--- src/core/anpr_pkg.sv ---
// Constants for the autonegotiation page register block.
// Assumes a 32-bit APB slave; each register is one aligned word at four times its index.
package anpr_pkg;
	localparam int ADDR_W = 16;
	localparam int DATA_W = 32;
	localparam int REG_W = 16;
	// Register indices; byte address is four times the index
	localparam logic [13:0] IDX_PEER_LOW = 14'h0205;
	localparam logic [13:0] IDX_PEER_HIGH = 14'h0207;
	localparam logic [13:0] IDX_NP_LOW = 14'h0208;
	localparam logic [13:0] IDX_NP_MID = 14'h0209;
	localparam logic [13:0] IDX_NP_HIGH = 14'h020a;
	localparam logic [13:0] IDX_CTRL = 14'h0210;
	localparam logic [13:0] IDX_STAT = 14'h0211;
	// Reset values
	localparam logic [15:0] PEER_HIGH_RST = 16'h0000;
	localparam logic [15:0] NP_LOW_RST = 16'h2001;
	localparam logic [15:0] NP_MID_RST = 16'h0000;
	localparam logic [15:0] NP_HIGH_RST = 16'h0000;
	// Partner base page upper word fields
	localparam int PEER_EEE = 14;
	localparam int PEER_HI_ABLE = 13;
	localparam int PEER_HI_REQ = 12;
	localparam int PEER_SR_HD = 11;
	localparam logic [15:0] PEER_HIGH_MASK = 16'h7800;
	// Next page low word fields
	localparam int NP_MORE = 15;
	localparam int NP_ACK = 14;
	localparam int NP_MSG = 13;
	localparam int NP_COMPLY = 12;
	localparam int NP_TOGGLE = 11;
	localparam int CODE_W = 11;
	// Message codes
	localparam logic [10:0] CODE_NULL = 11'h001;
	localparam logic [10:0] CODE_OUI = 11'h005;
	localparam logic [10:0] CODE_DEVID = 11'h006;
	// Control and status fields
	localparam int CTRL_AN_RESET = 0;
	localparam int STAT_PENDING = 0;
	localparam int STAT_TOGGLE = 1;
	localparam int STAT_HI_LEVEL = 2;
	localparam int STAT_CODE_KNOWN = 3;
	localparam int PAGE_W = 48;
endpackage

--- src/core/anpr_page_if.sv ---
// Carrier between register logic and next page sequencer.
// Assumes both ends run on the same clock.
`timescale 1ns/1ps
interface anpr_page_if;
	logic commit;
	logic [47:0] page;
	logic pending;
	logic toggle;
	modport mgr (output commit, output page, input pending, input toggle);
	modport seq (input commit, input page, output pending, output toggle);
endinterface

--- src/core/anpr_page_seq.sv ---
// Next page sequencer: holds the committed page, inserts the toggle bit.
// Assumes the transmitter takes a page on txValid and txReady both high.
`timescale 1ns/1ps
module anpr_page_seq (
	input wire logic clk_sys,
	input wire logic rst_b,
	input wire logic anReset,
	input wire logic baseSent,
	input wire logic baseToggle,
	input wire logic txReady,
	anpr_page_if.seq pg,
	output logic txValid,
	output logic [47:0] txPage
);
	typedef enum logic {SEQ_IDLE, SEQ_OFFER} anpr_seq_state_type;
	anpr_seq_state_type state_ff;
	logic toggle_ff;
	logic nxt_toggle;
	logic [47:0] page_ff;
	logic txToggle_ff;
	logic handshake;

	assign handshake = (state_ff == SEQ_OFFER) && txReady;

	always_comb begin
		nxt_toggle = toggle_ff;
		if (anReset) begin
			nxt_toggle = 1'b0;
		end else if (baseSent) begin
			nxt_toggle = ~baseToggle;
		end else if (handshake) begin
			nxt_toggle = ~toggle_ff;
		end
	end

	always_ff @(posedge clk_sys or negedge rst_b) begin
		if (!rst_b) begin
			toggle_ff <= 1'b0;
			txToggle_ff <= 1'b0;
		end else begin
			toggle_ff <= nxt_toggle;
			txToggle_ff <= nxt_toggle;
		end
	end

	// New commit replaces a page still on offer
	always_ff @(posedge clk_sys or negedge rst_b) begin
		if (!rst_b) begin
			state_ff <= SEQ_IDLE;
			page_ff <= '0;
		end else if (anReset) begin
			state_ff <= SEQ_IDLE;
		end else if (pg.commit) begin
			state_ff <= SEQ_OFFER;
			page_ff <= pg.page;
		end else if (handshake) begin
			state_ff <= SEQ_IDLE;
		end
	end

	assign txValid = (state_ff == SEQ_OFFER);
	assign txPage = {page_ff[47:12], txToggle_ff, page_ff[10:0]};
	assign pg.pending = txValid;
	assign pg.toggle = toggle_ff;
endmodule

--- src/core/anpr_page_regs.sv ---
// Autonegotiation page registers: partner base page upper word snapshot
// and next page transmit words, reached over APB.
// Assumes partner page words and transmitter handshake come from logic on clk_sys.
//
// Implementation choice: register access over APB.
`timescale 1ns/1ps
// How it works
// - Partner upper word is captured only when the partner lowest word is read.
// - Reads of the partner upper word return the captured snapshot.
// - Partner upper word resets to zero and ignores writes.
// - Bit 14 shows partner long-reach energy-saving ability.
// - Bit 12 shows partner request for high-amplitude transmit level.
// - Bit 11 shows partner short-reach half duplex; bit 13 shows partner high-level ability; other bits read zero.
// - Reset and autoneg reset load next page low word with null message page.
// - Bit 15 requests another next page; writable, resets to zero.
// - Bit 14 is acknowledge; read-only, resets to zero.
// - Bit 13 selects message or unformatted page; writable, resets to one.
// - Bit 12 is the can-comply flag; writable, resets to zero.
// - Bit 11 reads zero; the sequencer inserts the real toggle.
// - Bits 10 to 0 are the writable code field, reset to one.
// - Message codes: 1 null, 5 tagged identifier, 6 device identifier tag.
// - Middle word is a writable 16-bit field resetting to zero.
module anpr_page_regs (
	input wire logic clk_sys,
	input wire logic rst_b,
	input wire logic [15:0] paddr,
	input wire logic psel,
	input wire logic penable,
	input wire logic pwrite,
	input wire logic [31:0] pwdata,
	output logic [31:0] prdata,
	output logic pready,
	output logic pslverr,
	input wire logic [15:0] peerPageLow,
	input wire logic [15:0] peerPageHigh,
	input wire logic linkAck,
	input wire logic localHighAmplitudeRequest,
	input wire logic baseSent,
	input wire logic baseToggle,
	input wire logic txReady,
	output logic txValid,
	output logic [47:0] txPage,
	output logic highLevelSelect
);
	anpr_page_if pg ();

	logic pready_ff;
	logic pslverr_ff;
	logic [31:0] prdata_ff;
	logic [15:0] peerHigh_ff;
	logic moreReq_ff;
	logic isMessage_ff;
	logic canComply_ff;
	logic [10:0] pageCode_ff;
	logic [15:0] npMid_ff;
	logic [15:0] npHigh_ff;
	logic ack_ff;
	logic anReset_ff;
	logic commit_ff;
	logic highLevel_ff;

	logic setup;
	logic accessEdge;
	logic wrEdge;
	logic rdEdge;
	logic aligned;
	logic [13:0] wordIdx;
	logic hitPeerLow;
	logic hitPeerHigh;
	logic hitNpLow;
	logic hitNpMid;
	logic hitNpHigh;
	logic hitCtrl;
	logic hitStat;
	logic hitAny;
	logic [15:0] npLowWord;
	logic codeKnown;
	logic [15:0] readWord;

	// Bus phase decode
	assign setup = psel && !penable;
	assign accessEdge = psel && penable && pready_ff;
	assign wrEdge = accessEdge && pwrite;
	assign rdEdge = accessEdge && !pwrite;

	// Address decode on whole aligned words
	assign aligned = (paddr[1:0] == 2'h0);
	assign wordIdx = paddr[15:2];
	assign hitPeerLow = aligned && (wordIdx == anpr_pkg::IDX_PEER_LOW);
	assign hitPeerHigh = aligned && (wordIdx == anpr_pkg::IDX_PEER_HIGH);
	assign hitNpLow = aligned && (wordIdx == anpr_pkg::IDX_NP_LOW);
	assign hitNpMid = aligned && (wordIdx == anpr_pkg::IDX_NP_MID);
	assign hitNpHigh = aligned && (wordIdx == anpr_pkg::IDX_NP_HIGH);
	assign hitCtrl = aligned && (wordIdx == anpr_pkg::IDX_CTRL);
	assign hitStat = aligned && (wordIdx == anpr_pkg::IDX_STAT);
	assign hitAny = hitPeerLow || hitPeerHigh || hitNpLow || hitNpMid
		|| hitNpHigh || hitCtrl || hitStat;

	// Low word as software sees it; toggle and acknowledge positions filled here
	always_comb begin
		npLowWord = '0;
		npLowWord[anpr_pkg::NP_MORE] = moreReq_ff;
		npLowWord[anpr_pkg::NP_ACK] = ack_ff;
		npLowWord[anpr_pkg::NP_MSG] = isMessage_ff;
		npLowWord[anpr_pkg::NP_COMPLY] = canComply_ff;
		npLowWord[anpr_pkg::NP_TOGGLE] = 1'b0;
		npLowWord[10:0] = pageCode_ff;
	end

	// Message page carrying a code that the receiver understands
	assign codeKnown = isMessage_ff && ((pageCode_ff == anpr_pkg::CODE_NULL)
		|| (pageCode_ff == anpr_pkg::CODE_OUI)
		|| (pageCode_ff == anpr_pkg::CODE_DEVID));

	// Read multiplexer
	always_comb begin
		readWord = '0;
		if (hitPeerLow) begin
			readWord = peerPageLow;
		end else if (hitPeerHigh) begin
			readWord = peerHigh_ff;
		end else if (hitNpLow) begin
			readWord = npLowWord;
		end else if (hitNpMid) begin
			readWord = npMid_ff;
		end else if (hitNpHigh) begin
			readWord = npHigh_ff;
		end else if (hitStat) begin
			readWord[anpr_pkg::STAT_PENDING] = pg.pending;
			readWord[anpr_pkg::STAT_TOGGLE] = pg.toggle;
			readWord[anpr_pkg::STAT_HI_LEVEL] = highLevel_ff;
			readWord[anpr_pkg::STAT_CODE_KNOWN] = codeKnown;
		end
	end

	// Answer in the first access cycle: ready, data and error all registered
	always_ff @(posedge clk_sys or negedge rst_b) begin
		if (!rst_b) begin
			pready_ff <= 1'b0;
			pslverr_ff <= 1'b0;
		end else begin
			pready_ff <= setup;
			pslverr_ff <= setup && !hitAny;
		end
	end

	always_ff @(posedge clk_sys or negedge rst_b) begin
		if (!rst_b) begin
			prdata_ff <= '0;
		end else if (setup) begin
			prdata_ff <= pwrite ? 32'h0000_0000 : {16'h0000, readWord};
		end
	end

	// Autonegotiation reset: one-cycle pulse from a control write
	always_ff @(posedge clk_sys or negedge rst_b) begin
		if (!rst_b) begin
			anReset_ff <= 1'b0;
		end else begin
			anReset_ff <= wrEdge && hitCtrl && pwdata[anpr_pkg::CTRL_AN_RESET];
		end
	end

	// Partner upper word snapshot, taken only by a read of the lowest word
	always_ff @(posedge clk_sys or negedge rst_b) begin
		if (!rst_b) begin
			peerHigh_ff <= anpr_pkg::PEER_HIGH_RST;
		end else if (anReset_ff) begin
			peerHigh_ff <= anpr_pkg::PEER_HIGH_RST;
		end else if (rdEdge && hitPeerLow) begin
			peerHigh_ff <= peerPageHigh & anpr_pkg::PEER_HIGH_MASK;
		end
	end

	// Transmit level: partner able and either end asks for it
	always_ff @(posedge clk_sys or negedge rst_b) begin
		if (!rst_b) begin
			highLevel_ff <= 1'b0;
		end else begin
			highLevel_ff <= peerHigh_ff[anpr_pkg::PEER_HI_ABLE]
				&& (peerHigh_ff[anpr_pkg::PEER_HI_REQ] || localHighAmplitudeRequest);
		end
	end

	// Next page low word fields
	always_ff @(posedge clk_sys or negedge rst_b) begin
		if (!rst_b) begin
			moreReq_ff <= anpr_pkg::NP_LOW_RST[anpr_pkg::NP_MORE];
			isMessage_ff <= anpr_pkg::NP_LOW_RST[anpr_pkg::NP_MSG];
			canComply_ff <= anpr_pkg::NP_LOW_RST[anpr_pkg::NP_COMPLY];
			pageCode_ff <= anpr_pkg::NP_LOW_RST[10:0];
		end else if (anReset_ff) begin
			moreReq_ff <= anpr_pkg::NP_LOW_RST[anpr_pkg::NP_MORE];
			isMessage_ff <= anpr_pkg::NP_LOW_RST[anpr_pkg::NP_MSG];
			canComply_ff <= anpr_pkg::NP_LOW_RST[anpr_pkg::NP_COMPLY];
			pageCode_ff <= anpr_pkg::NP_LOW_RST[10:0];
		end else if (wrEdge && hitNpLow) begin
			moreReq_ff <= pwdata[anpr_pkg::NP_MORE];
			isMessage_ff <= pwdata[anpr_pkg::NP_MSG];
			canComply_ff <= pwdata[anpr_pkg::NP_COMPLY];
			pageCode_ff <= pwdata[10:0];
		end
	end

	// Acknowledge follows the arbitration logic, never the bus
	always_ff @(posedge clk_sys or negedge rst_b) begin
		if (!rst_b) begin
			ack_ff <= anpr_pkg::NP_LOW_RST[anpr_pkg::NP_ACK];
		end else if (anReset_ff) begin
			ack_ff <= anpr_pkg::NP_LOW_RST[anpr_pkg::NP_ACK];
		end else begin
			ack_ff <= linkAck;
		end
	end

	// Middle and high words; staged until the low word completes the page
	always_ff @(posedge clk_sys or negedge rst_b) begin
		if (!rst_b) begin
			npMid_ff <= anpr_pkg::NP_MID_RST;
		end else if (anReset_ff) begin
			npMid_ff <= anpr_pkg::NP_MID_RST;
		end else if (wrEdge && hitNpMid) begin
			npMid_ff <= pwdata[15:0];
		end
	end

	always_ff @(posedge clk_sys or negedge rst_b) begin
		if (!rst_b) begin
			npHigh_ff <= anpr_pkg::NP_HIGH_RST;
		end else if (anReset_ff) begin
			npHigh_ff <= anpr_pkg::NP_HIGH_RST;
		end else if (wrEdge && hitNpHigh) begin
			npHigh_ff <= pwdata[15:0];
		end
	end

	// Commit one cycle after the low word write, when all fields are settled
	always_ff @(posedge clk_sys or negedge rst_b) begin
		if (!rst_b) begin
			commit_ff <= 1'b0;
		end else begin
			commit_ff <= wrEdge && hitNpLow && !anReset_ff;
		end
	end

	assign pg.commit = commit_ff;
	assign pg.page = {npHigh_ff, npMid_ff, npLowWord};

	anpr_page_seq u_seq (
		.clk_sys(clk_sys),
		.rst_b(rst_b),
		.anReset(anReset_ff),
		.baseSent(baseSent),
		.baseToggle(baseToggle),
		.txReady(txReady),
		.pg(pg.seq),
		.txValid(txValid),
		.txPage(txPage)
	);

	assign prdata = prdata_ff;
	assign pready = pready_ff;
	assign pslverr = pslverr_ff;
	assign highLevelSelect = highLevel_ff;
endmodule

--- config.mk ---
export PLATFORM = sky130hd
export DESIGN_NAME = anpr_page_regs
export DESIGN_NICKNAME = d
export VERILOG_FILES = /design/src/core/anpr_pkg.sv /design/src/core/anpr_page_if.sv /design/src/core/anpr_page_seq.sv /design/src/core/anpr_page_regs.sv
export SDC_FILE = /design/constraint.sdc
export NUM_CORES = 1
export LEC_CHECK = 0
export ABC_AREA = 1
export BUFFER_PORTS_ARGS = -buffer_cell sky130_fd_sc_hd__clkbuf_2
export CORE_AREA = 4 4 143 145
export CTS_CLUSTER_DIAMETER = 200
export CTS_CLUSTER_SIZE = 12
export DETAILED_ROUTE_END_ITERATION = 10
export DIE_AREA = 0 0 147 149
export PLACE_DENSITY = 0.56
export SLEW_MARGIN = 20
export SYNTH_ARGS = -nofsm -noshare
export SYNTH_HDL_FRONTEND = slang
export SYNTH_HIERARCHICAL = 1
export SYNTH_SLANG_ARGS = --single-unit
--- constraint.sdc ---
create_clock -name clk_sys -period 2.05 [get_ports clk_sys]
set_clock_uncertainty 0.1 [all_clocks]
set_input_delay 0.41 -clock clk_sys [delete_from_list [all_inputs] [get_ports clk_sys]]
set_output_delay 0.41 -clock clk_sys [all_outputs]
set_load 0.02 [all_outputs]
==> results of run 1 <==
[critical path, cell delays in order, from the launching register on]
cell and delay (ps):
dfstp_2 590, nor3b_1 180, nand2_1 70, nor2_1 170, nand2_1 70, nand2_1 60, o21ai_0 120, nand2_1 90
nand2_1 50, nand2_1 60
[area by class of cell]
cell class | count | area [um2] | share of cell area (%)
Sequential cell | 121 | 3030 | 39.2
Clock buffer | 17 | 425 | 5.50
Multi-Input combinational cell | 558 | 2570 | 33.2
Clock inverter | 15 | 246 | 3.19
Timing Repair Buffer | 162 | 936 | 12.1
Inverter | 53 | 201 | 2.60
Tap cell | 265 | 332 | 4.28
[cell usage after synthesis (all sizes together), types with 2 or more instances]
cell    instances  area, um2
nand2         287       1100
dfrtp         119       2980
nand3          93        493
nor2           68        354
inv            53        201
buf            48        339
nand4          44        275
o21ai          33        180
a21oi           6       30.0
clkbuf          3       11.3
nor3            3       15.0
o22ai           3       18.8
dfstp           2       52.6
nor3b           2       15.0
[cell families after synthesis]
group                  count (synthesis)  share of synthesized area (%)
buffers and inverters                104                           9.06
and+or+nand+nor                      499                           37.2
DFF                                  121                           49.8
AOI/OAI and AO/OA                     43                           3.88
other                                  1                         0.0616
[power by group through the flow]
stage | Clock, W | Sequential, W | Combinational, W
floorplan | 0 | 0.00246 | 0.000147
global placement | 0 | 0.00247 | 0.000290
detailed placement | 0 | 0.00247 | 0.000290
CTS | 0.00346 | 0.00243 | 0.000292
global route | 0.00359 | 0.00243 | 0.000324
finish | 0.00343 | 0.00243 | 0.000287
[how the worst max path moves through the flow]
stage | endpoint | slack (ps)
after floorplan | npMid_ff[1] | 360
after global placement | pageCode_ff[6] | 70
after detailed placement | pageCode_ff[6] | 30
after CTS | prdata[3] | 420
after global routing | prdata[14] | 240
final | prdata[3] | 420
[metal layers]
metal / global-route usage, % / up-vias
met5: 0 / -
met4: 5.96 / 0
met3: 4.31 / 22
li1: - / 2748
met1: 23.4 / 2560
met2: 27.4 / 141
[flip-flops by register name (all words and copies together), names as in the netlist, 4 cells and up]
name,cells
npMid_ff,16
pageCode_ff,11
peerHigh_ff,4
u_seq/page_ff,47
prdata,16
npHigh_ff,16
[metrics by stage]
step	total power, W	cell area, um2	utilization (%)	setup slack, ps
after floorplan	0.00261	6150	-	357
after global placement	0.00276	7060	36.7	66.6
after detailed placement	0.00276	7060	36.7	34.2
after CTS	0.00618	7740	40.3	422
after global routing	0.00635	7740	40.3	236
final	0.00614	7740	40.3	424
[what timing repair did]
action | CTS | global route
hold buffers | 1 | 0
endpoints found under the setup margin | 0 | 0
hold endpoints to repair | 20 | 0
==> flow_results.org, run 1 <==
** Run status
- The flow ran to the end, and the final reports show no timing, DRC or antenna violations.

** Route
- Total DRC errors in the routed layout :: 0
- In the routed layout, each cell is associated on average with a via count of 4.59.
- The routed design has 18.4 mm of wire.
- Post-route antenna net violation count :: 0
- After the first detailed-routing iteration, the DRC count stood at 385.
- The routed layout has 5,471 vias.
- Number of iterations in the first detailed-routing pass :: 5
- The detailed router used layers up to and including met4.
- After detailed routing, the met2 layer carries 8.80 mm of wire.
- Routed len/inst :: 15.5 um
- Met1 wire length :: 8.49 mm
- Summed over all nets, wire length on met3 after detailed routing comes to 798 um.

** Worst setup path
- The endpoint identified for the worst register-to-register timing path is prdata[3].
- STA puts the critical path data required time at 2310 ps.
- Worst setup path start :: isMessage_ff
- Critical path startpoint category :: flip-flop
- STA puts the critical path data arrival time at 1890 ps.
- In this run the register-to-register setup slack is 420 ps.
- Startpoint of the lowest-slack register-to-register path :: isMessage_ff
- Setup CP Type :: flip-flop to flip-flop
- Along the worst path, the maximum fanout reaches 4.
- Worst reg2reg path depth :: 9
- Kind of end point of the critical path :: flip-flop

** GRT
- Vias in the first global route :: 5,379
- Wire length of the first global-routing pass :: 29.5 mm
- Largest net degree at the start of global routing :: 76
- The initial antenna violation count is 0.
- After global routing the overflow that remains totals 0.
- Global routing used 17.3% of the available tracks across all layers.

** Power and ir drop
- In this run the power density over the cells is 794 mW/mm2.
- Per report_power, the clock group accounts for 55.8% of the total.
- Net switching power of the design :: 0.00137 W
- Leakage component of the power :: 4.34 nW
- VDD sags by at most 0.000519 V.
- Of the total power, registers draw 39.6%.
- Combinational cells account for 4.7% of the total power.
- Switching Share :: 22.3%
- Cell internal power dissipation :: 0.00477 W

** Clock network
- Once the clock tree was built, the resizer swapped 0 gates to a different size.
- Number of clock sinks :: 121
- Clk Latency, worst-skew pair :: 420 ps
- Counting the buffers created by CTS gives 17.
- Maximum level of the CTS H-tree :: 4
- The clock passes through at most 2 buffers.
- Buffers added to address setup during post-CTS repair amount to 0.
- Clock Root Buffer :: clkbuf_16
- Clock tree from TritonCTS :: built
- After clock tree synthesis, the clock-pin slew on the worst setup and hold paths is 60 ps.

** Layout
- The library cell used most frequently in the layout, excluding fill and tap cells, is nand2_1.
- Relative to the synthesized area, the layout overhead comes to 27.1%.
- For this run, the post-layout net count is 1,003.
- Share of layout cells above drive strength 1 :: 24.6%
- The finished layout holds 1,191 standard cells, fillers aside.
- Number of filler instances in the final layout :: 1,977
- The library cells used most frequently in the layout, excluding fill and tap cells, are 281 x nand2_1, 128 x clkbuf_2, 119 x dfrtp_1.
- The number of antenna diodes in the final layout is 0.

** Die
- The die is 149 um tall.
- The floorplan step defined a die boundary enclosing 0.0219 mm2.
- Core box area :: 0.0192 mm2
- The die is 147 um wide.
- I/O pin count :: 174
- The initial utilization of the core area, before any placement, comes to 31.7%.
- # rows :: 51

** STA
- The hold violation total from the final report came to 0.
- Dividing the final minimum period by the clock period gives 79.3%.
- Minimum hold slack :: 101 ps
- Final max-slew violation count :: 0
- Final number of setup-violating endpoints :: 0
- Measured against its own limit, the worst slew margin works out to 58.8%.
- Final critical-path required period :: 1630 ps
- Max frequency :: 615 MHz
- For the pin with the worst max-slew slack, the measured transition is 613 ps.
- Setup total negative slack on the finished layout was measured at 0 ps.
- Setup repair after global routing missed its margin :: false

** Synth
- Sequential-to-total area share from yosys stat :: 49.8%
- Syn Inst Count :: 768
- Count of flip-flops with a built-in enable after synthesis :: 0
- Share of synthesized registers carrying an async set or reset :: 100%
- In this run the mean area of a mapped cell was 7.93 um2.
- Yosys printed 6 warnings.
- For this run, the leading register cell type out of synthesis is dfrtp_1.
- Synthesis inferred 121 register bits.
- The mapped netlist covers 0.00609 mm2.
- Count of unique library cells instantiated by Yosys :: 33

** Run
- Max-cap violations in this run came to 0.

** Placement
- # port buffers :: 129
- Gp weighted congestion :: 0.884
- After legalization and detailed placement, the total HPWL measured 14.2 mm.
- Placed cell count :: 1,158

** Hold path
- Worst Hold Path EP :: highLevelSelect
- Hold wc startpoint :: localHighAmplitudeRequest
- Hold Crit Class :: input pin to flip-flop
- Counting instances, the worst hold path has a depth of 3.
Note: power is estimated with default switching activity, not from simulation.
==> run 2, diff against run 1 <==
==> constraint.sdc (replaced) <==
create_clock -name clk_sys -period 1.71 [get_ports clk_sys]
set_clock_uncertainty 0.1 [all_clocks]
set_input_delay 0.342 -clock clk_sys [delete_from_list [all_inputs] [get_ports clk_sys]]
set_output_delay 0.342 -clock clk_sys [all_outputs]
set_load 0.02 [all_outputs]
==> run 2 against run 1 <==
Worst setup slack worse by 220 ps. Hold slack worse by 67 ps. Wire length is 1.3% higher. Sequential share of layout area is 1.6 points lower. Power is 21% higher. Sequential power is 20% higher. Fmax is 8.1% higher. Die area stayed put. Largest power group unchanged.
==> flow_results.org, run 2 (synthesis gave the netlist of run 1 again) <==
** Die
- The starting density of the core came to 31.7% (unchanged).
- # rows :: 51 (unchanged)
- I/O pin count :: 174 (unchanged)
- Die extent in x :: 147 um (unchanged)
- Core box area :: 0.0192 mm2 (unchanged)
- Height of the die :: 149 um (unchanged)
- Die Area :: 0.0219 mm2 (unchanged)

** Layout
- The register with the most flip-flops is u_seq/page_ff (unchanged).
- Share of layout cells above drive strength 1 :: 27.3% (was 24.6%)
- Nets@finish :: 1,042 (was 1,003)
- Most used cells in the layout excluding fill and tap cells: 281 x nand2_1, 128 x clkbuf_2, 119 x dfrtp_1 (unchanged).
- Non-filler instance count after layout :: 1,230 (was 1,191)
- Max reg flops :: 47 (unchanged)
- The count of antenna diodes in the layout was 0 (unchanged).
- Area added between synthesis and finish :: 32.6% (was 27.1%)
- The most common cell after layout, fill and taps aside was nand2_1 (unchanged).

** Clock network
- The number of sinks driven by the clock tree came to 121 (unchanged).
- The count of instances resized after the clock tree is built is 0 (unchanged).
- Clock transition time at the flip-flop clock pins of the worst setup and hold paths :: 60 ps (about the same)
- Clock tree from TritonCTS :: built (unchanged)
- Clk Latency, worst-skew pair :: 420 ps (about the same)
- Clock Root Buffer :: clkbuf_16 (unchanged)
- The number of levels the H-tree was split into was 4 (unchanged).
- The maximum clock insertion buffer count came to 2 (unchanged).
- Number of CTS-inserted buffers :: 17 (unchanged)

** Worst setup path
- Worst reg2reg path depth :: 9 (unchanged)
- The category of the most critical setup path was flip-flop to flip-flop (unchanged).
- Data arrival time of the critical path :: 1710 ps (was 1890 ps)
- The required time at the worst-slack endpoint was 1920 ps (was 2310 ps).
- The kind of launch point of the worst setup path is a flip-flop (unchanged).
- The maximum fanout encountered on the critical timing path came to 3 (was 4).
- The element type at the critical path end was a flip-flop (unchanged).

** Hold path
- Hold Crit Class :: input pin to flip-flop (unchanged)
- Worst hold path depth :: 3 (unchanged)

** STA
- Setup repair after global routing missed its margin: false (unchanged).
- Final critical-path required period :: 1500 ps (was 1630 ps)
- Final worst-path cycle share :: 88.0% (was 79.3%)
- Final Hold Violating Endpoints :: 0 (unchanged)
- The maximum clock frequency is 665 MHz (was 615 MHz).
- The least setup slack across all paths after layout came to 205 ps (was 424 ps).
- Final number of setup-violating endpoints :: 0 (unchanged)
- The number of pins with negative max-slew slack in the final report came to 0 (unchanged).

** Run status
- Status :: finished, final reports clean (unchanged)

** GRT
- Largest net degree at the start of global routing :: 72 (was 76)
- The initial antenna violation count came to 0 (unchanged).
- Congestion Overflow GR :: 0 (unchanged)
- The combined global-route utilization of all metal layers is 17.7% (was 17.3%).
- The via count of the first global-routing pass is 5,531 (was 5,379).
- Wire length of the first global-routing pass :: 30.0 mm (was 29.5 mm)

** Route
- The count of nets left with antenna violations after detail routing was 0 (unchanged).
- Routed len/inst :: 15.2 um (was 15.5 um)
- The ratio of routed vias to standard cells was 4.57 (was 4.59).
- Vias :: 5,626 (was 5,471)
- Number of iterations in the first detailed-routing pass :: 5 (unchanged)
- Total DRC errors in the routed layout :: 0 (unchanged)
- The number of DRC markers in iteration 0 came to 347 (was 385).
- The total routed wirelength is 18.7 mm (was 18.4 mm).

** Power and ir drop
- Worst vdd ir :: 0.000648 V (was 0.000519 V)
- The power per standard cell area came to 922 mW/mm2 (was 794 mW/mm2).
- Leakage component of the power :: 4.56 nW (was 4.34 nW)

** Placement
- The last weighted congestion value of the routability-driven placer is 0.872 (was 0.884).
- # port buffers :: 129 (unchanged)
- The post-detailed-placement half-perimeter wirelength was 14.6 mm (was 14.2 mm).
- The setup slack at placement is -140 ps (was 34.2 ps).
- Placed cell count :: 1,195 (was 1,158)

** Run
- Number of maximum-capacitance violations :: 0 (unchanged)
run 2: cell type report:
cell class | count | area, um2
tap | 265 | 332
timing repair buffer | 201 | 1270
multi-input combinational | 558 | 2570
sequential | 121 | 3030
inverter | 53 | 201
clock buffer | 25 | 495
fill | 1930 | 11100
clock inverter | 7 | 185
run 2: path summary, 6_finish.rpt:
path / startpoint / endpoint / slack, ps
max in group asynchronous: rst_b / npHigh_ff[9] / 770
max: pageCode_ff[0] / prdata[3] / 210
min: linkAck / ack_ff / 30
min in group asynchronous: rst_b / u_seq/page_ff[26] / 170
min reg2reg: u_seq/page_ff[42] / u_seq/page_ff[42] / 360
max reg2reg: pageCode_ff[0] / prdata[3] / 210
run 2: timing repair:
item / in CTS / in global routing
setup endpoints to repair: 0 / 11
hold buffers: 1 / 0
buffers inserted: 0 / 2
endpoints found under the hold margin: 119 / 0
run 2: report_power, final:
group | leakage (nW) | switching [W] | internal (W)
Clock | 0.332 | 0.00126 | 0.00289
Combinational | 2.58 | 0.000250 | 0.000132
Sequential | 1.64 | 0.0000261 | 0.00289
run 2: worst max-delay path: stages, from the launching register on:
cell     delay, ps
dfstp_2        540
o21ai_0         90
nand2_1         70
nor2_1          50
nand2_1         60
nand2_1         40
o21ai_0        250
nand2_1         80
nand2_1         70
nand2_1         50
run 2: layer usage:
layer,track usage (%),vias up,part of all wire (%)
li1,-,2830,-
met2,28.9,174,48
met5,0,-,0
met4,5.68,0,2.1
met1,23.3,2591,45
met3,4.38,31,5.3
run 2: through the flow:
stage / hold slack (ps) / total power, W / TNS (ps) / utilization [%] / instance area [um2]
3_3_place_gp: 55.5 / 0.00335 / -3460 / 38.3 / 7360
6_report: 33.5 / 0.00744 / 0 / 42.1 / 8080
3_5_place_dp: 56.9 / 0.00335 / -3930 / 38.3 / 7360
2_1_floorplan: -53.6 / 0.00313 / 0 / - / 6150
5_1_grt: 19.7 / 0.00771 / 0 / 42.1 / 8080
4_1_cts: 25.0 / 0.00752 / 0 / 41.9 / 8050
